### config.mk
export PLATFORM = sky130hd
export DESIGN_NAME = tx_path_latency
export DESIGN_NICKNAME = d
export VERILOG_FILES = /design/src/hdl/tx_latency_pkg.sv /design/src/hdl/slip_compensator.sv /design/src/hdl/tx_delay_meter.sv /design/src/hdl/tx_path_latency.sv
export SDC_FILE = /design/constraint.sdc
export NUM_CORES = 1
export LEC_CHECK = 0
export CAP_MARGIN = 20
export CELL_PAD_IN_SITES_DETAIL_PLACEMENT = 1
export CELL_PAD_IN_SITES_GLOBAL_PLACEMENT = 1
export CORE_MARGIN = 5
export CORE_UTILIZATION = 48
export CTS_BUF_LIST = sky130_fd_sc_hd__clkbuf_4
export DETAILED_ROUTE_END_ITERATION = 12
export DONT_BUFFER_PORTS = 1
export GPL_TIMING_DRIVEN = 0
export PLACE_DENSITY_LB_ADDON = 0.1
export SLEW_MARGIN = 20
export SYNTH_ARGS = -nofsm -noshare
export SYNTH_HDL_FRONTEND = slang
export SYNTH_SLANG_ARGS = --single-unit
### constraint.sdc
create_clock -name hclk -period 12.13 [get_ports hclk]
set_clock_uncertainty 0.1 [all_clocks]
set_input_delay 0 -clock hclk [delete_from_list [all_inputs] [get_ports hclk]]
set_output_delay 0 -clock hclk [all_outputs]
set_load 0.05 [all_outputs]
### src/hdl/tx_latency_pkg.sv
// Constants, types and register map for the transmit-path latency block.
// Assumes a 32-bit AHB-Lite register bus; nothing here is clocked.
package tx_latency_pkg;

  // Register byte offsets.
  localparam logic [7:0] slip_reg_offset    = 8'h00;
  localparam logic [7:0] divider_reg_offset = 8'h04;
  localparam logic [7:0] delay_reg_offset   = 8'h08;
  localparam logic [7:0] fixed_reg_offset   = 8'h0c;
  localparam logic [7:0] config_reg_offset  = 8'h10;

  // Field positions in the slip control register.
  localparam int rx_slip_lsb    = 0;
  localparam int tx_slip_lsb    = 8;
  localparam int override_bit   = 16;
  localparam int slip_width     = 5;

  // Reset values.
  localparam logic [15:0] divider_reset = 16'h0001;
  localparam logic        override_reset = 1'b0;

  // Fixed latencies in thousandths of a core cycle, so none is rounded.
  localparam logic [15:0] lat_low_all           = 16'h0ea6; // 3.75.
  localparam logic [15:0] lat_low_autorate_on   = 16'h0ea6; // 3.75.
  localparam logic [15:0] lat_low_autorate_off  = 16'h0dac; // 3.5.
  localparam logic [15:0] lat_high_autorate_on  = 16'h157c; // 5.5.
  localparam logic [15:0] lat_high_autorate_off = 16'h1388; // 5.0.
  localparam logic [15:0] lat_high_big          = 16'h1770; // 6.
  localparam logic [15:0] lat_high_small        = 16'h1194; // 4.5.
  localparam logic [15:0] lat_top_rate          = 16'h1770; // 6.
  localparam logic [15:0] xcvr_small_fam        = 16'h0d16; // 3.35.
  localparam logic [15:0] xcvr_big_low          = 16'h1ce8; // 7.4.
  localparam logic [15:0] xcvr_big_high         = 16'h0e10; // 3.6.
  localparam logic [15:0] xcvr_new_low          = 16'h14b4; // 5.3.
  localparam logic [15:0] xcvr_new_high         = 16'h1036; // 4.15.
  localparam logic [15:0] xcvr_top_coding       = 16'h1f40; // 8.
  localparam logic [15:0] xcvr_top_serial       = 16'h0feb; // 4.075.

  // Number of whole core cycles the fixed pipeline holds a word.
  localparam int fixed_pipe_cycles = 6;

  // Measurement window in core cycles.
  localparam logic [15:0] measure_window = 16'd1024;

  typedef enum logic [1:0] {
    family_small, family_autorate, family_big, family_new
  } family_t;

  typedef struct packed {
    logic        valid;
    logic [31:0] data;
  } word_t;

endpackage : tx_latency_pkg

### src/hdl/slip_compensator.sv
// Computes the transmit bitslip that complements the receive aligner slip.
// Assumes rx_slip and resync are synchronous to hclk.
`timescale 1ns/100ps
module slip_compensator #(
  parameter int unsigned width = 5
) (
  input  wire logic             hclk,
  input  wire logic             hresetn,
  input  wire logic             master_mode,
  input  wire logic             override_en,
  input  wire logic [width-1:0] manual_slip,
  input  wire logic [width-1:0] rx_slip,
  input  wire logic             resync,
  output logic [width-1:0]      tx_slip,
  output logic [width-1:0]      held_rx_slip
);
  logic [width-1:0] target_q;
  logic             calibrated_q;
  logic [width-1:0] auto_slip;

  // Total of rx and tx slip is held at the target modulo 2 to the power width.
  assign auto_slip = width'(target_q - held_rx_slip);

  always_ff @(posedge hclk or negedge hresetn) begin
    if (!hresetn) begin
      held_rx_slip <= '0;
      target_q     <= '0;
      calibrated_q <= 1'b0;
      tx_slip      <= '0;
    end else begin
      if (resync) begin
        held_rx_slip <= rx_slip;
        if (!calibrated_q) begin
          target_q     <= rx_slip;
          calibrated_q <= 1'b1;
        end
      end
      if (master_mode)
        tx_slip <= '0;
      else if (override_en)
        tx_slip <= manual_slip;
      else
        tx_slip <= auto_slip;
    end
  end
endmodule : slip_compensator

### src/hdl/tx_delay_meter.sv
// Accumulates the phase-and-occupancy delay of the Tx elastic buffer.
// Assumes the sampled transmit clock and occupancy come from the core clock.
`timescale 1ns/100ps
module tx_delay_meter (
  input  wire logic        hclk,
  input  wire logic        hresetn,
  input  wire logic [15:0] divider,
  input  wire logic [3:0]  occupancy,
  input  wire logic        tx_clk_level,
  output logic [31:0]      delay_count,
  output logic             delay_valid
);
  logic [15:0] window_q;
  logic [31:0] acc_q;
  logic        window_end;

  assign window_end = (window_q >= divider);

  // Each divider step adds the current word count; a low tx clock level
  // adds one more count of phase lag, so the total over a window of divider
  // samples divided by the divider gives the delay in words.
  always_ff @(posedge hclk or negedge hresetn) begin
    if (!hresetn) begin
      window_q    <= 16'h0000;
      acc_q       <= 32'h0000_0000;
      delay_count <= 32'h0000_0000;
      delay_valid <= 1'b0;
    end else if (window_end) begin
      window_q    <= 16'h0001;
      acc_q       <= {28'h0000000, occupancy}
                     + {31'h00000000, ~tx_clk_level};
      delay_count <= acc_q;
      delay_valid <= 1'b1;
    end else begin
      window_q <= window_q + 16'h0001;
      acc_q    <= acc_q + {28'h0000000, occupancy}
                  + {31'h00000000, ~tx_clk_level};
    end
  end
endmodule : tx_delay_meter

### src/hdl/tx_path_latency.sv
// Transmit path: fixed pipeline, delay measurement and slip compensation,
// with an AHB-Lite register slave. Assumes one bus master and one slave.
//
// Decided for this implementation: the AHB-Lite interface to the registers and the placing of the registers.
`timescale 1ns/100ps
module tx_path_latency #(
  parameter tx_latency_pkg::family_t family = tx_latency_pkg::family_big,
  parameter bit                      low_rate   = 1'b0,
  parameter bit                      top_rate   = 1'b0,
  parameter bit                      autorate_negotiation = 1'b1,
  parameter int unsigned             fifo_depth = 8
) (
  input  wire logic        hclk,
  input  wire logic        hresetn,
  input  wire logic        hsel,
  input  wire logic [7:0]  haddr,
  input  wire logic [1:0]  htrans,
  input  wire logic        hwrite,
  input  wire logic [2:0]  hsize,
  input  wire logic [31:0] hwdata,
  input  wire logic        hready,
  output logic [31:0]      hrdata,
  output logic             hreadyout,
  output logic             hresp,
  input  wire logic [31:0] aux_data,
  input  wire logic        aux_valid,
  input  wire logic [31:0] map_data,
  input  wire logic        map_valid,
  input  wire logic        radio_equipment_side,
  input  wire logic        master_mode,
  input  wire logic        frame_resync,
  input  wire logic [4:0]  rx_aligner_slip,
  input  wire logic        tx_link_clk,
  output logic [31:0]      link_data,
  output logic             link_valid,
  output logic [4:0]       link_slip
);
  // Fixed latency selection, thousandths of a core cycle.
  localparam logic [15:0] fixed_core_tx_latency =
    top_rate ? tx_latency_pkg::lat_top_rate :
    (family == tx_latency_pkg::family_autorate) ?
      (low_rate ?
        (autorate_negotiation ? tx_latency_pkg::lat_low_autorate_on
                              : tx_latency_pkg::lat_low_autorate_off) :
        (autorate_negotiation ? tx_latency_pkg::lat_high_autorate_on
                              : tx_latency_pkg::lat_high_autorate_off))
    : low_rate ? tx_latency_pkg::lat_low_all
    : (family == tx_latency_pkg::family_small) ?
      tx_latency_pkg::lat_high_small : tx_latency_pkg::lat_high_big;

  localparam logic [15:0] transceiver_latency =
    top_rate ? 16'(tx_latency_pkg::xcvr_top_coding
                   + tx_latency_pkg::xcvr_top_serial) :
    (family == tx_latency_pkg::family_small) ? tx_latency_pkg::xcvr_small_fam :
    (family == tx_latency_pkg::family_new) ?
      (low_rate ? tx_latency_pkg::xcvr_new_low : tx_latency_pkg::xcvr_new_high)
    : (low_rate ? tx_latency_pkg::xcvr_big_low
                : tx_latency_pkg::xcvr_big_high);

  localparam int ptr_w = $clog2(fifo_depth);

  // Bus slave.
  logic        phase_q;
  logic        write_q;
  logic [7:0]  addr_q;
  logic        take;
  logic        override_q;
  logic [4:0]  manual_slip_q;
  logic [15:0] divider_q;
  logic [31:0] read_mux;
  logic [7:0]  rd_word;
  logic        hit_slip;
  logic        hit_div;
  logic        wr_slip;
  logic        wr_div;

  // Pipeline and buffer.
  tx_latency_pkg::word_t pipe_q [tx_latency_pkg::fixed_pipe_cycles];
  tx_latency_pkg::word_t entry;
  logic [31:0] mem_q [fifo_depth];
  logic [ptr_w:0] wr_ptr_q;
  logic [ptr_w:0] rd_ptr_q;
  logic [ptr_w:0] level;
  logic        clk_s1_q;
  logic        clk_s2_q;
  logic        clk_s3_q;
  logic        read_edge;
  logic        empty;
  logic        full;

  // Slip and measurement.
  logic [4:0]  tx_slip;
  logic [4:0]  held_rx_slip;
  logic [4:0]  rx_slip_s1_q;
  logic [4:0]  rx_slip_s2_q;
  logic        resync_s1_q;
  logic        resync_s2_q;
  logic [31:0] delay_count;
  logic        delay_valid;
  logic        is_slave;

  assign take      = hsel && hready && htrans[1];
  assign hreadyout = 1'b1;
  assign hresp     = 1'b0;
  assign hit_slip  = (addr_q == tx_latency_pkg::slip_reg_offset);
  assign hit_div   = (addr_q == tx_latency_pkg::divider_reg_offset);
  assign wr_slip   = phase_q && write_q && hit_slip;
  assign wr_div    = phase_q && write_q && hit_div;

  always_ff @(posedge hclk or negedge hresetn) begin
    if (!hresetn) begin
      phase_q <= 1'b0;
      write_q <= 1'b0;
      addr_q  <= 8'h00;
    end else begin
      phase_q <= take;
      write_q <= hwrite;
      addr_q  <= {haddr[7:2], 2'b00};
    end
  end

  always_ff @(posedge hclk or negedge hresetn) begin
    if (!hresetn) begin
      override_q    <= tx_latency_pkg::override_reset;
      manual_slip_q <= 5'h00;
      divider_q     <= tx_latency_pkg::divider_reset;
    end else begin
      if (wr_slip) begin
        override_q    <= hwdata[tx_latency_pkg::override_bit];
        manual_slip_q <= hwdata[tx_latency_pkg::tx_slip_lsb +: 5];
      end
      if (wr_div && hwdata[15:0] != 16'h0000)
        divider_q <= hwdata[15:0];
    end
  end

  // Reads decode the address phase so the data stands in the data phase.
  assign rd_word  = {haddr[7:2], 2'b00};
  assign read_mux =
    (rd_word == tx_latency_pkg::slip_reg_offset) ?
      {15'h0000, override_q, 3'h0, tx_slip, 3'h0,
       held_rx_slip} :
    (rd_word == tx_latency_pkg::divider_reg_offset) ? {16'h0000, divider_q} :
    (rd_word == tx_latency_pkg::delay_reg_offset) ?
      {delay_valid, delay_count[30:0]} :
    (rd_word == tx_latency_pkg::fixed_reg_offset) ?
      {transceiver_latency, fixed_core_tx_latency} :
    (rd_word == tx_latency_pkg::config_reg_offset) ?
      {28'h0000000, top_rate, low_rate, autorate_negotiation, is_slave} :
    32'h0000_0000;

  always_ff @(posedge hclk or negedge hresetn) begin
    if (!hresetn)
      hrdata <= 32'h0000_0000;
    else if (take && !hwrite)
      hrdata <= read_mux;
  end

  // Aux has priority; both ports enter the same pipeline.
  assign entry = {aux_valid || map_valid,
                  aux_valid ? aux_data : map_data};

  // Fixed core pipeline of constant length.
  always_ff @(posedge hclk or negedge hresetn) begin
    if (!hresetn) begin
      for (int i = 0; i < tx_latency_pkg::fixed_pipe_cycles; i++)
        pipe_q[i] <= '0;
    end else begin
      pipe_q[0] <= entry;
      for (int i = 1; i < tx_latency_pkg::fixed_pipe_cycles; i++)
        pipe_q[i] <= pipe_q[i-1];
    end
  end

  // Transmit clock sampled; its rising edge drains one word.
  always_ff @(posedge hclk or negedge hresetn) begin
    if (!hresetn) begin
      clk_s1_q     <= 1'b0;
      clk_s2_q     <= 1'b0;
      clk_s3_q     <= 1'b0;
      rx_slip_s1_q <= 5'h00;
      rx_slip_s2_q <= 5'h00;
      resync_s1_q  <= 1'b0;
      resync_s2_q  <= 1'b0;
    end else begin
      clk_s1_q     <= tx_link_clk;
      clk_s2_q     <= clk_s1_q;
      clk_s3_q     <= clk_s2_q;
      rx_slip_s1_q <= rx_aligner_slip;
      rx_slip_s2_q <= rx_slip_s1_q;
      resync_s1_q  <= frame_resync;
      resync_s2_q  <= resync_s1_q;
    end
  end

  assign read_edge = clk_s2_q && !clk_s3_q;
  assign level     = wr_ptr_q - rd_ptr_q;
  assign empty     = (level == '0);
  assign full      = (level == (ptr_w+1)'(fifo_depth));

  // Elastic buffer between core writes and transmit-clock reads.
  always_ff @(posedge hclk or negedge hresetn) begin
    if (!hresetn) begin
      wr_ptr_q   <= '0;
      rd_ptr_q   <= '0;
      link_data  <= 32'h0000_0000;
      link_valid <= 1'b0;
      link_slip  <= 5'h00;
    end else begin
      if (pipe_q[tx_latency_pkg::fixed_pipe_cycles-1].valid && !full) begin
        mem_q[wr_ptr_q[ptr_w-1:0]] <=
          pipe_q[tx_latency_pkg::fixed_pipe_cycles-1].data;
        wr_ptr_q <= wr_ptr_q + 1'b1;
      end
      link_valid <= read_edge && !empty;
      if (read_edge && !empty) begin
        link_data <= mem_q[rd_ptr_q[ptr_w-1:0]];
        link_slip <= tx_slip;
        rd_ptr_q  <= rd_ptr_q + 1'b1;
      end
    end
  end

  assign is_slave = radio_equipment_side && !master_mode;

  tx_delay_meter u_meter (
    .hclk         (hclk),
    .hresetn      (hresetn),
    .divider      (divider_q),
    .occupancy    (4'(level)),
    .tx_clk_level (clk_s2_q),
    .delay_count  (delay_count),
    .delay_valid  (delay_valid)
  );

  slip_compensator #(.width(5)) u_slip (
    .hclk         (hclk),
    .hresetn      (hresetn),
    .master_mode  (!is_slave),
    .override_en  (override_q),
    .manual_slip  (manual_slip_q),
    .rx_slip      (rx_slip_s2_q),
    .resync       (resync_s2_q),
    .tx_slip      (tx_slip),
    .held_rx_slip (held_rx_slip)
  );

  property p_master_zero;
    @(posedge hclk) disable iff (!hresetn)
      (!is_slave) [*3] |-> (tx_slip == 5'h00);
  endproperty
  a_master_zero: assert property (p_master_zero)
    else $error("slip not zero in master mode");

  property p_override;
    @(posedge hclk) disable iff (!hresetn)
      (is_slave && override_q) ##1 (is_slave && override_q)
        |-> tx_slip == $past(manual_slip_q);
  endproperty
  a_override: assert property (p_override)
    else $error("manual slip not applied");

  property p_pipe_len;
    @(posedge hclk) disable iff (!hresetn)
      entry.valid |-> ##6 pipe_q[5].valid;
  endproperty
  a_pipe_len: assert property (p_pipe_len)
    else $error("fixed pipeline length wrong");

  property p_valid_stays;
    @(posedge hclk) disable iff (!hresetn)
      delay_valid |=> delay_valid;
  endproperty
  a_valid_stays: assert property (p_valid_stays)
    else $error("valid flag dropped");

  property p_hold_rx;
    @(posedge hclk) disable iff (!hresetn)
      !resync_s2_q |=> $stable(held_rx_slip);
  endproperty
  a_hold_rx: assert property (p_hold_rx)
    else $error("rx slip changed without resync");

  property p_aux_entry;
    @(posedge hclk) disable iff (!hresetn)
      aux_valid |=> pipe_q[0].valid && pipe_q[0].data == $past(aux_data);
  endproperty
  a_aux_entry: assert property (p_aux_entry)
    else $error("aux word not taken into pipeline");

  property p_map_entry;
    @(posedge hclk) disable iff (!hresetn)
      (map_valid && !aux_valid) |=>
        pipe_q[0].valid && pipe_q[0].data == $past(map_data);
  endproperty
  a_map_entry: assert property (p_map_entry)
    else $error("mapped word not taken into pipeline");

  property p_drain;
    @(posedge hclk) disable iff (!hresetn)
      link_valid |-> $past(read_edge) && !$past(empty);
  endproperty
  a_drain: assert property (p_drain)
    else $error("word launched without a transmit clock edge");

  property p_link_slip;
    @(posedge hclk) disable iff (!hresetn)
      link_valid |-> link_slip == $past(tx_slip);
  endproperty
  a_link_slip: assert property (p_link_slip)
    else $error("launched word does not carry the applied slip");

  property p_read_slip;
    @(posedge hclk) disable iff (!hresetn)
      (take && !hwrite && rd_word == tx_latency_pkg::slip_reg_offset) |=>
        (hrdata[12:8] == $past(tx_slip)) &&
        (hrdata[4:0] == $past(held_rx_slip));
  endproperty
  a_read_slip: assert property (p_read_slip)
    else $error("slip register read data wrong");

  c_drain: cover property (@(posedge hclk) link_valid);
  c_measure: cover property (@(posedge hclk) $rose(delay_valid));
  c_manual: cover property (@(posedge hclk) override_q && is_slave);
  c_resync: cover property (@(posedge hclk) resync_s2_q && is_slave);

endmodule : tx_path_latency

* Word level (Yosys, flattened, before mapping)
Memory sizes are Yosys's and may differ from the RTL's. A register that Yosys moved wholly into a read port is not among the register bits.
Index checks and enable logic that the tools add are counted.
** Operators by class
- Equal/unequal tests :: 6
- Magnitude comparators :: 1
- Bitwise logic cells :: 2
- Add/subtract/negate cells :: 8
- Mux-type cells :: 12
- Reduce and logical (&&, ||, !) cells :: 24
** Operators with widths (number)
- two-way mux 32 bit :: 5
- adder 32 x 1 -> 32 bit :: 1
- adder 32 x 4 -> 32 bit :: 1
- two-way mux 28 bit :: 1
- adder 16 x 1 -> 16 bit, second input constant :: 1
- >= comparator 16 bit :: 1
- logical NOT 8 bit :: 2
- two-way mux 16 bit :: 1
- nonzero test 16 bit :: 1
- == test 6 x 1 -> 1 bit, second input constant :: 2
- == test 6 x 2 -> 1 bit, second input constant :: 2
- logical AND 1 bit :: 12
- two-way mux 5 bit :: 2
- adder 4 x 1 -> 4 bit, second input constant :: 2
- == test 6 x 3 -> 1 bit, second input constant :: 1
- logical NOT 1 bit :: 6
- adder 4 x 1 -> 5 bit :: 1
- subtractor 5 bit :: 1
- == test 4 bit, second input constant :: 1
- logical NOT 4 bit :: 1
- subtractor 4 bit :: 1
- two-way mux 1 bit :: 2
- two-way mux 2 bit :: 1
- inverter 1 bit :: 2
- 2 further kinds :: 2
** Word-level totals
- Memories kept :: 1
- Bits in registers :: 385
- Bits in writable memories :: 256
- Input bits :: 125
** Memories
- mem_q :: words 8, width 32, read ports 1, clocked after memory_dff 1, write ports 1, RTL line tx_path_latency.sv:80 : logic [31:0] mem_q [fifo_depth];

* Logic depth before layout (Yosys ltp)
- Depth in word-level cells :: 7
- Gate-level depth with buffers :: 14
- Depth with buffers taken out :: 11

* Cells and area by module
A second synthesis with hierarchy kept.
** Second synthesis, totals
- Cell total of the unflattened synthesis :: 1496
- Area, all modules :: 24741.2 um^2
** By module, submodules not included
- tx_path_latency :: sequential area each 15721.3 um^2, instances 1, area each 19841.5 um^2, cells each 1046
- tx_delay_meter :: sequential area each 2026.9 um^2, instances 1, area each 4125.2 um^2, cells each 384
- slip_compensator :: sequential area each 400.4 um^2, instances 1, area each 774.5 um^2, cells each 66

* Worst setup path after synthesis
Ideal clock, no wire load.
- Path type :: reg2reg
- Start :: register rd_ptr_q[1]
- End :: memory mem_q[0][0], enable pin
- Stages on the path, launching flop included :: 9
- Data required time :: 11529 ps
- Setup time :: 501 ps
- Clock period less this slack :: 5875 ps
- Path slack :: 6255 ps
- Arrival time :: 5274 ps
- Cell sequence :: dfrtp_1 -> clkbuf_1 -> clkbuf_1 -> inv_1 -> fa_1 -> xor2_1 -> or3_4 -> o311ai_2 -> nor4_1
** Between the ends
- Word-level cells in the longest chain between the ends :: 7
** RTL lines
- from (decl) :: RTL line tx_path_latency.sv:82 : logic [ptr_w:0] rd_ptr_q;
- from (signal assigned) :: RTL line tx_path_latency.sv:219 : rd_ptr_q <= rd_ptr_q + 1'b1;
- subtractor 4 bit :: RTL line tx_path_latency.sv:197 : assign level = wr_ptr_q - rd_ptr_q;
- == test 4 bit :: RTL line tx_path_latency.sv:199 : assign full = (level == (ptr_w+1)'(fifo_depth));
- logical NOT 1 bit :: RTL line tx_path_latency.sv:210 : if (pipe_q[tx_latency_pkg::fixed_pipe_cycles-1].valid && !full) begin
- logical AND 1 bit :: RTL line tx_path_latency.sv:210
- two-way mux 1 bit :: RTL line tx_path_latency.sv:210
- logical AND 1 bit (not written as such) :: RTL line tx_path_latency.sv:211 : mem_q[wr_ptr_q[ptr_w-1:0]] <=
- two-way mux 1 bit (not written as such) :: RTL line tx_path_latency.sv:211
- to (decl) :: RTL line tx_path_latency.sv:80
No other way between the ends.

* Final worst setup path
- Start :: register rd_ptr_q[1]
- End :: memory mem_q[4][18], enable pin
The elaborated chain is that of the path after synthesis.

==> impl_metrics.py <==
metrics = {
    "run_status": {
        "status": "finished, final reports clean",
    },
    "detailed_routing": {
        "drt-wirelength-per-cell_um": 21.6,
        "drtAntennaViolNets": 0,
        "drt_first_pass_iters": 5,
        "routed_wl_mm": 58.8,
        "drt_iter0_markers": 802,
        "drc": 0,
        "vias_per_cell": 5.22,
        "vias": 14196,
    },
    "power_and_ir_drop": {
        "p_clk_frac": 0.310,
        "p_leak_nw": 12.4,
        "p_switching_mw": 2.13,
        "powerDensity_mw_per_mm2": 214,
        "combinationalPowerShare": 0.226,
        "ir_worst_vdd_mv": 0.0953,
        "seqPwrFrac": 0.464,
        "internal_power_mw": 4.36,
        "p_sw_frac": 0.328,
    },
    "cells_and_area": {
        "fin_nets": 2062,
        "area_growth_pct": 23.5,
        "drive_above_1_share": 0.259,
    },
    "critical_path": {
        "path_class": "reg2reg",
        "reg2reg_from": "rd_ptr_q[1]$_DFFE_PN0P_",
        "endpoint_kind": "register",
        "reg2reg_setup_slack_ns": 7.10,
        "crit_required_ns": 12.69,
        "crit_arrival_ns": 5.59,
        "path_max_fanout": 10,
        "rr_worst_depth": 11,
        "worst_r2r_endpoint": "mem_q[4][18]$_DFFE_PP_",
        "critPathLaunchType": "register",
    },
    "synth": {
        "synth.distinct_cells": 59,
        "ys.flop_type": "dfrtp_1",
        "syn_avg_cell_area_sq_um": 16.5,
        "seq_area_frac_synth": 0.738,
        "synth_top_family_by_area": "multiplexers",
        "synth_edf_count": 256,
        "syn-cell-area_sq_mm": 0.0245,
        "synth-simple-area-share": 0.0599,
        "muxShareOfSynthArea": 0.108,
        "syn-num-nets": 1648,
        "ys_seq_elements": 672,
        "synthAdderAreaFrac": 0.0191,
        "synth_compound_area_frac": 0.0370,
        "synthXorXnorAreaFrac": 0.0182,
        "ys_async_sr_fraction": 0.619,
        "syn_inst": 1488,
        "ys_warn_count": 0,
    },
    "die": {
        "initial_core_util": 0.487,
        "dieArea_sq_mm": 0.0557,
        "core-area_sq_mm": 0.0504,
        "die_h_um": 236,
        "io_pins": 197,
        "fp-row-count": 82,
        "die-width_um": 236,
    },
    "cts": {
        "h-tree-depth": 4,
        "numCtsBuffers": 172,
        "cts.path.max_buffers": 3,
        "cts_tree": "yes",
        "cts-root-buf": "clkbuf_4",
        "cts_sinks": 672,
        "cts_resized": 0,
        "worstSkewPairLatency_ns": 0.98,
        "clkTransAtPathRegs_ns": 0.08,
    },
    "min_path": {
        "hold_path.class": "in2reg",
        "hold_end": "pipe_q[168]$_DFF_PN0_",
        "holdPathStages": 3,
        "hp-start": "map_data[3]",
    },
    "sta": {
        "layout_min_cycle_time_ns": 5.03,
        "hold_viol_final": 0,
        "setup_tns_ns": 0,
        "relSlewSlack": 0.384,
        "setup_violations": 0,
        "drv_slew": 0,
        "max_freq_ghz": 0.199,
        "final.setup.worst_slack_ns": 7.10,
        "rsz0062_at_grt": "false",
        "fin_crit_sh": 0.415,
        "tightest_slew_ns": 0.924,
    },
    "placed_design": {
        "dp_worst_setup_slack_ns": 7.03,
        "dp_hpwl_mm": 35.5,
        "gp_congestion": 0.819,
        "port_buffers": 0,
    },
    "global_routing": {
        "grt_pass1_vias": 16041,
        "grt_pass1_wl_mm": 93.1,
        "antenna_found_initial": 4,
        "overflow": 0,
        "grt_util_all_layers": 0.217,
        "grt_start_max_net_pins": 418,
    },
    "job": {
        "cap_violations": 0,
    },
}
## worst max-delay path, stage by stage, from the launching register on
cell	delay [ns]
dfrtp_1	0.44
clkbuf_1	0.49
clkbuf_1	0.61
inv_1	0.26
fa_1	0.47
xor2_1	0.38
or3_4	0.23
o311ai_2	0.16
or2_2	0.45
nor3_2	0.59
buf_4	0.31
buf_4	0.22
## state kept, by name (all words and copies together), names as in the netlist, 6 cells and up
name and count:
addr_q 6, divider_q 16, hrdata 32, link_data 32
mem_q 256, pipe_q 198, u_meter.acc_q 31, u_meter.delay_count 31
u_meter.window_q 16
## layer usage
layer | vias to the layer above | part of all wire | GRT usage
met5 | - | 0 | 0
li1 | 6374 | - | -
met1 | 7354 | 0.43 | 0.286
met2 | 386 | 0.49 | 0.348
met4 | 0 | 0.025 | 0.0881
met3 | 82 | 0.054 | 0.0575
## area by class of cell
type | count | area [sq um]
fill | 4673 | 20100
antenna | 5 | 12.5
multi-input combinational | 703 | 6000
sequential | 672 | 18100
tap | 672 | 841
buffer | 63 | 282
timing repair buffer | 240 | 2520
clock inverter | 50 | 354
inverter | 50 | 188
clock buffer | 264 | 1980
## Yosys cell counts, drive strengths merged (28+ instances only)
master	count	share of area
mux2	103	0.047
xor2	28	0.010
nor2	94	0.014
dfrtp	415	0.42
clkbuf	35	0.0054
mux4	64	0.059
inv	50	0.0077
a31oi	32	0.0082
edfxtp	256	0.31
buf	28	0.0061
ha	31	0.016
nand2	112	0.017
## timing repair
| item | CTS | global route |
|---|---|---|
| hold endpoints to repair | 707 | 155 |
| buffers inserted | 0 | 0 |
| hold buffers | 207 | 2 |
## worst max-delay path by stage
stage	endpoint	start	slack (ns)
CTS	mem_q[4][20]$_DFFE_PP_	rd_ptr_q[1]$_DFFE_PN0P_	6.92
floorplan	mem_q[0][0]$_DFFE_PP_	rd_ptr_q[1]$_DFFE_PN0P_	6.26
detailed placement	mem_q[4][16]$_DFFE_PP_	rd_ptr_q[1]$_DFFE_PN0P_	7.03
finish	mem_q[4][18]$_DFFE_PP_	rd_ptr_q[1]$_DFFE_PN0P_	7.10
global route	mem_q[4][18]$_DFFE_PP_	rd_ptr_q[1]$_DFFE_PN0P_	6.74
global placement	mem_q[0][16]$_DFFE_PP_	rd_ptr_q[1]$_DFFE_PN0P_	2.25
## power by group through the flow
stage	clock network (mW)	registers [mW]	logic, mW
finish	2.02	3.01	1.47
global route	2.22	3.04	1.63
CTS	2.07	3.01	1.49
detailed placement	0	3.06	1.39
global placement	0	3.06	1.31
floorplan	0	2.97	0.989
## through the flow
step / hold slack [ns] / total power, mW / cells / instance area (sq um) / utilization
after floorplan: -0.396 / 3.96 / 1488 / 24500 / -
after global placement: -0.378 / 4.37 / 2160 / 25400 / 0.503
after detailed placement: -0.378 / 4.45 / 2188 / 25700 / 0.511
after CTS: 0.0000510 / 6.57 / 2709 / 30200 / 0.599
after global routing: 0.0576 / 6.89 / 2719 / 30300 / 0.601
final: 0.151 / 6.49 / 2719 / 30300 / 0.601
## cell usage in the layout, fill, tap and decap left out, drive strengths merged, types with 13 or more instances in the layout
cell type,n
dfrtp,415
clkbuf,299
edfxtp,256
dlygate4sd3,208
nand2,112
mux2,103
nor2,94
mux4,64
buf,60
inv,52
clkinv,41
a31oi,32
ha,31
xor2,28
o21ai,24
xnor2,23
a21oi,23
nor3,23
nand3,20
nand4,13
## cells by family after synthesis
logic type               count (synthesis)
AND/OR/NAND/NOR                        310
buffers and inverters                  113
flip-flops                             672
AO/OA/AOI/OAI                          133
XOR/XNOR                                51
multiplexers                           172
adder cells (fa/ha/maj)                 35
other                                    2
(Power assumes the default switching activity.)
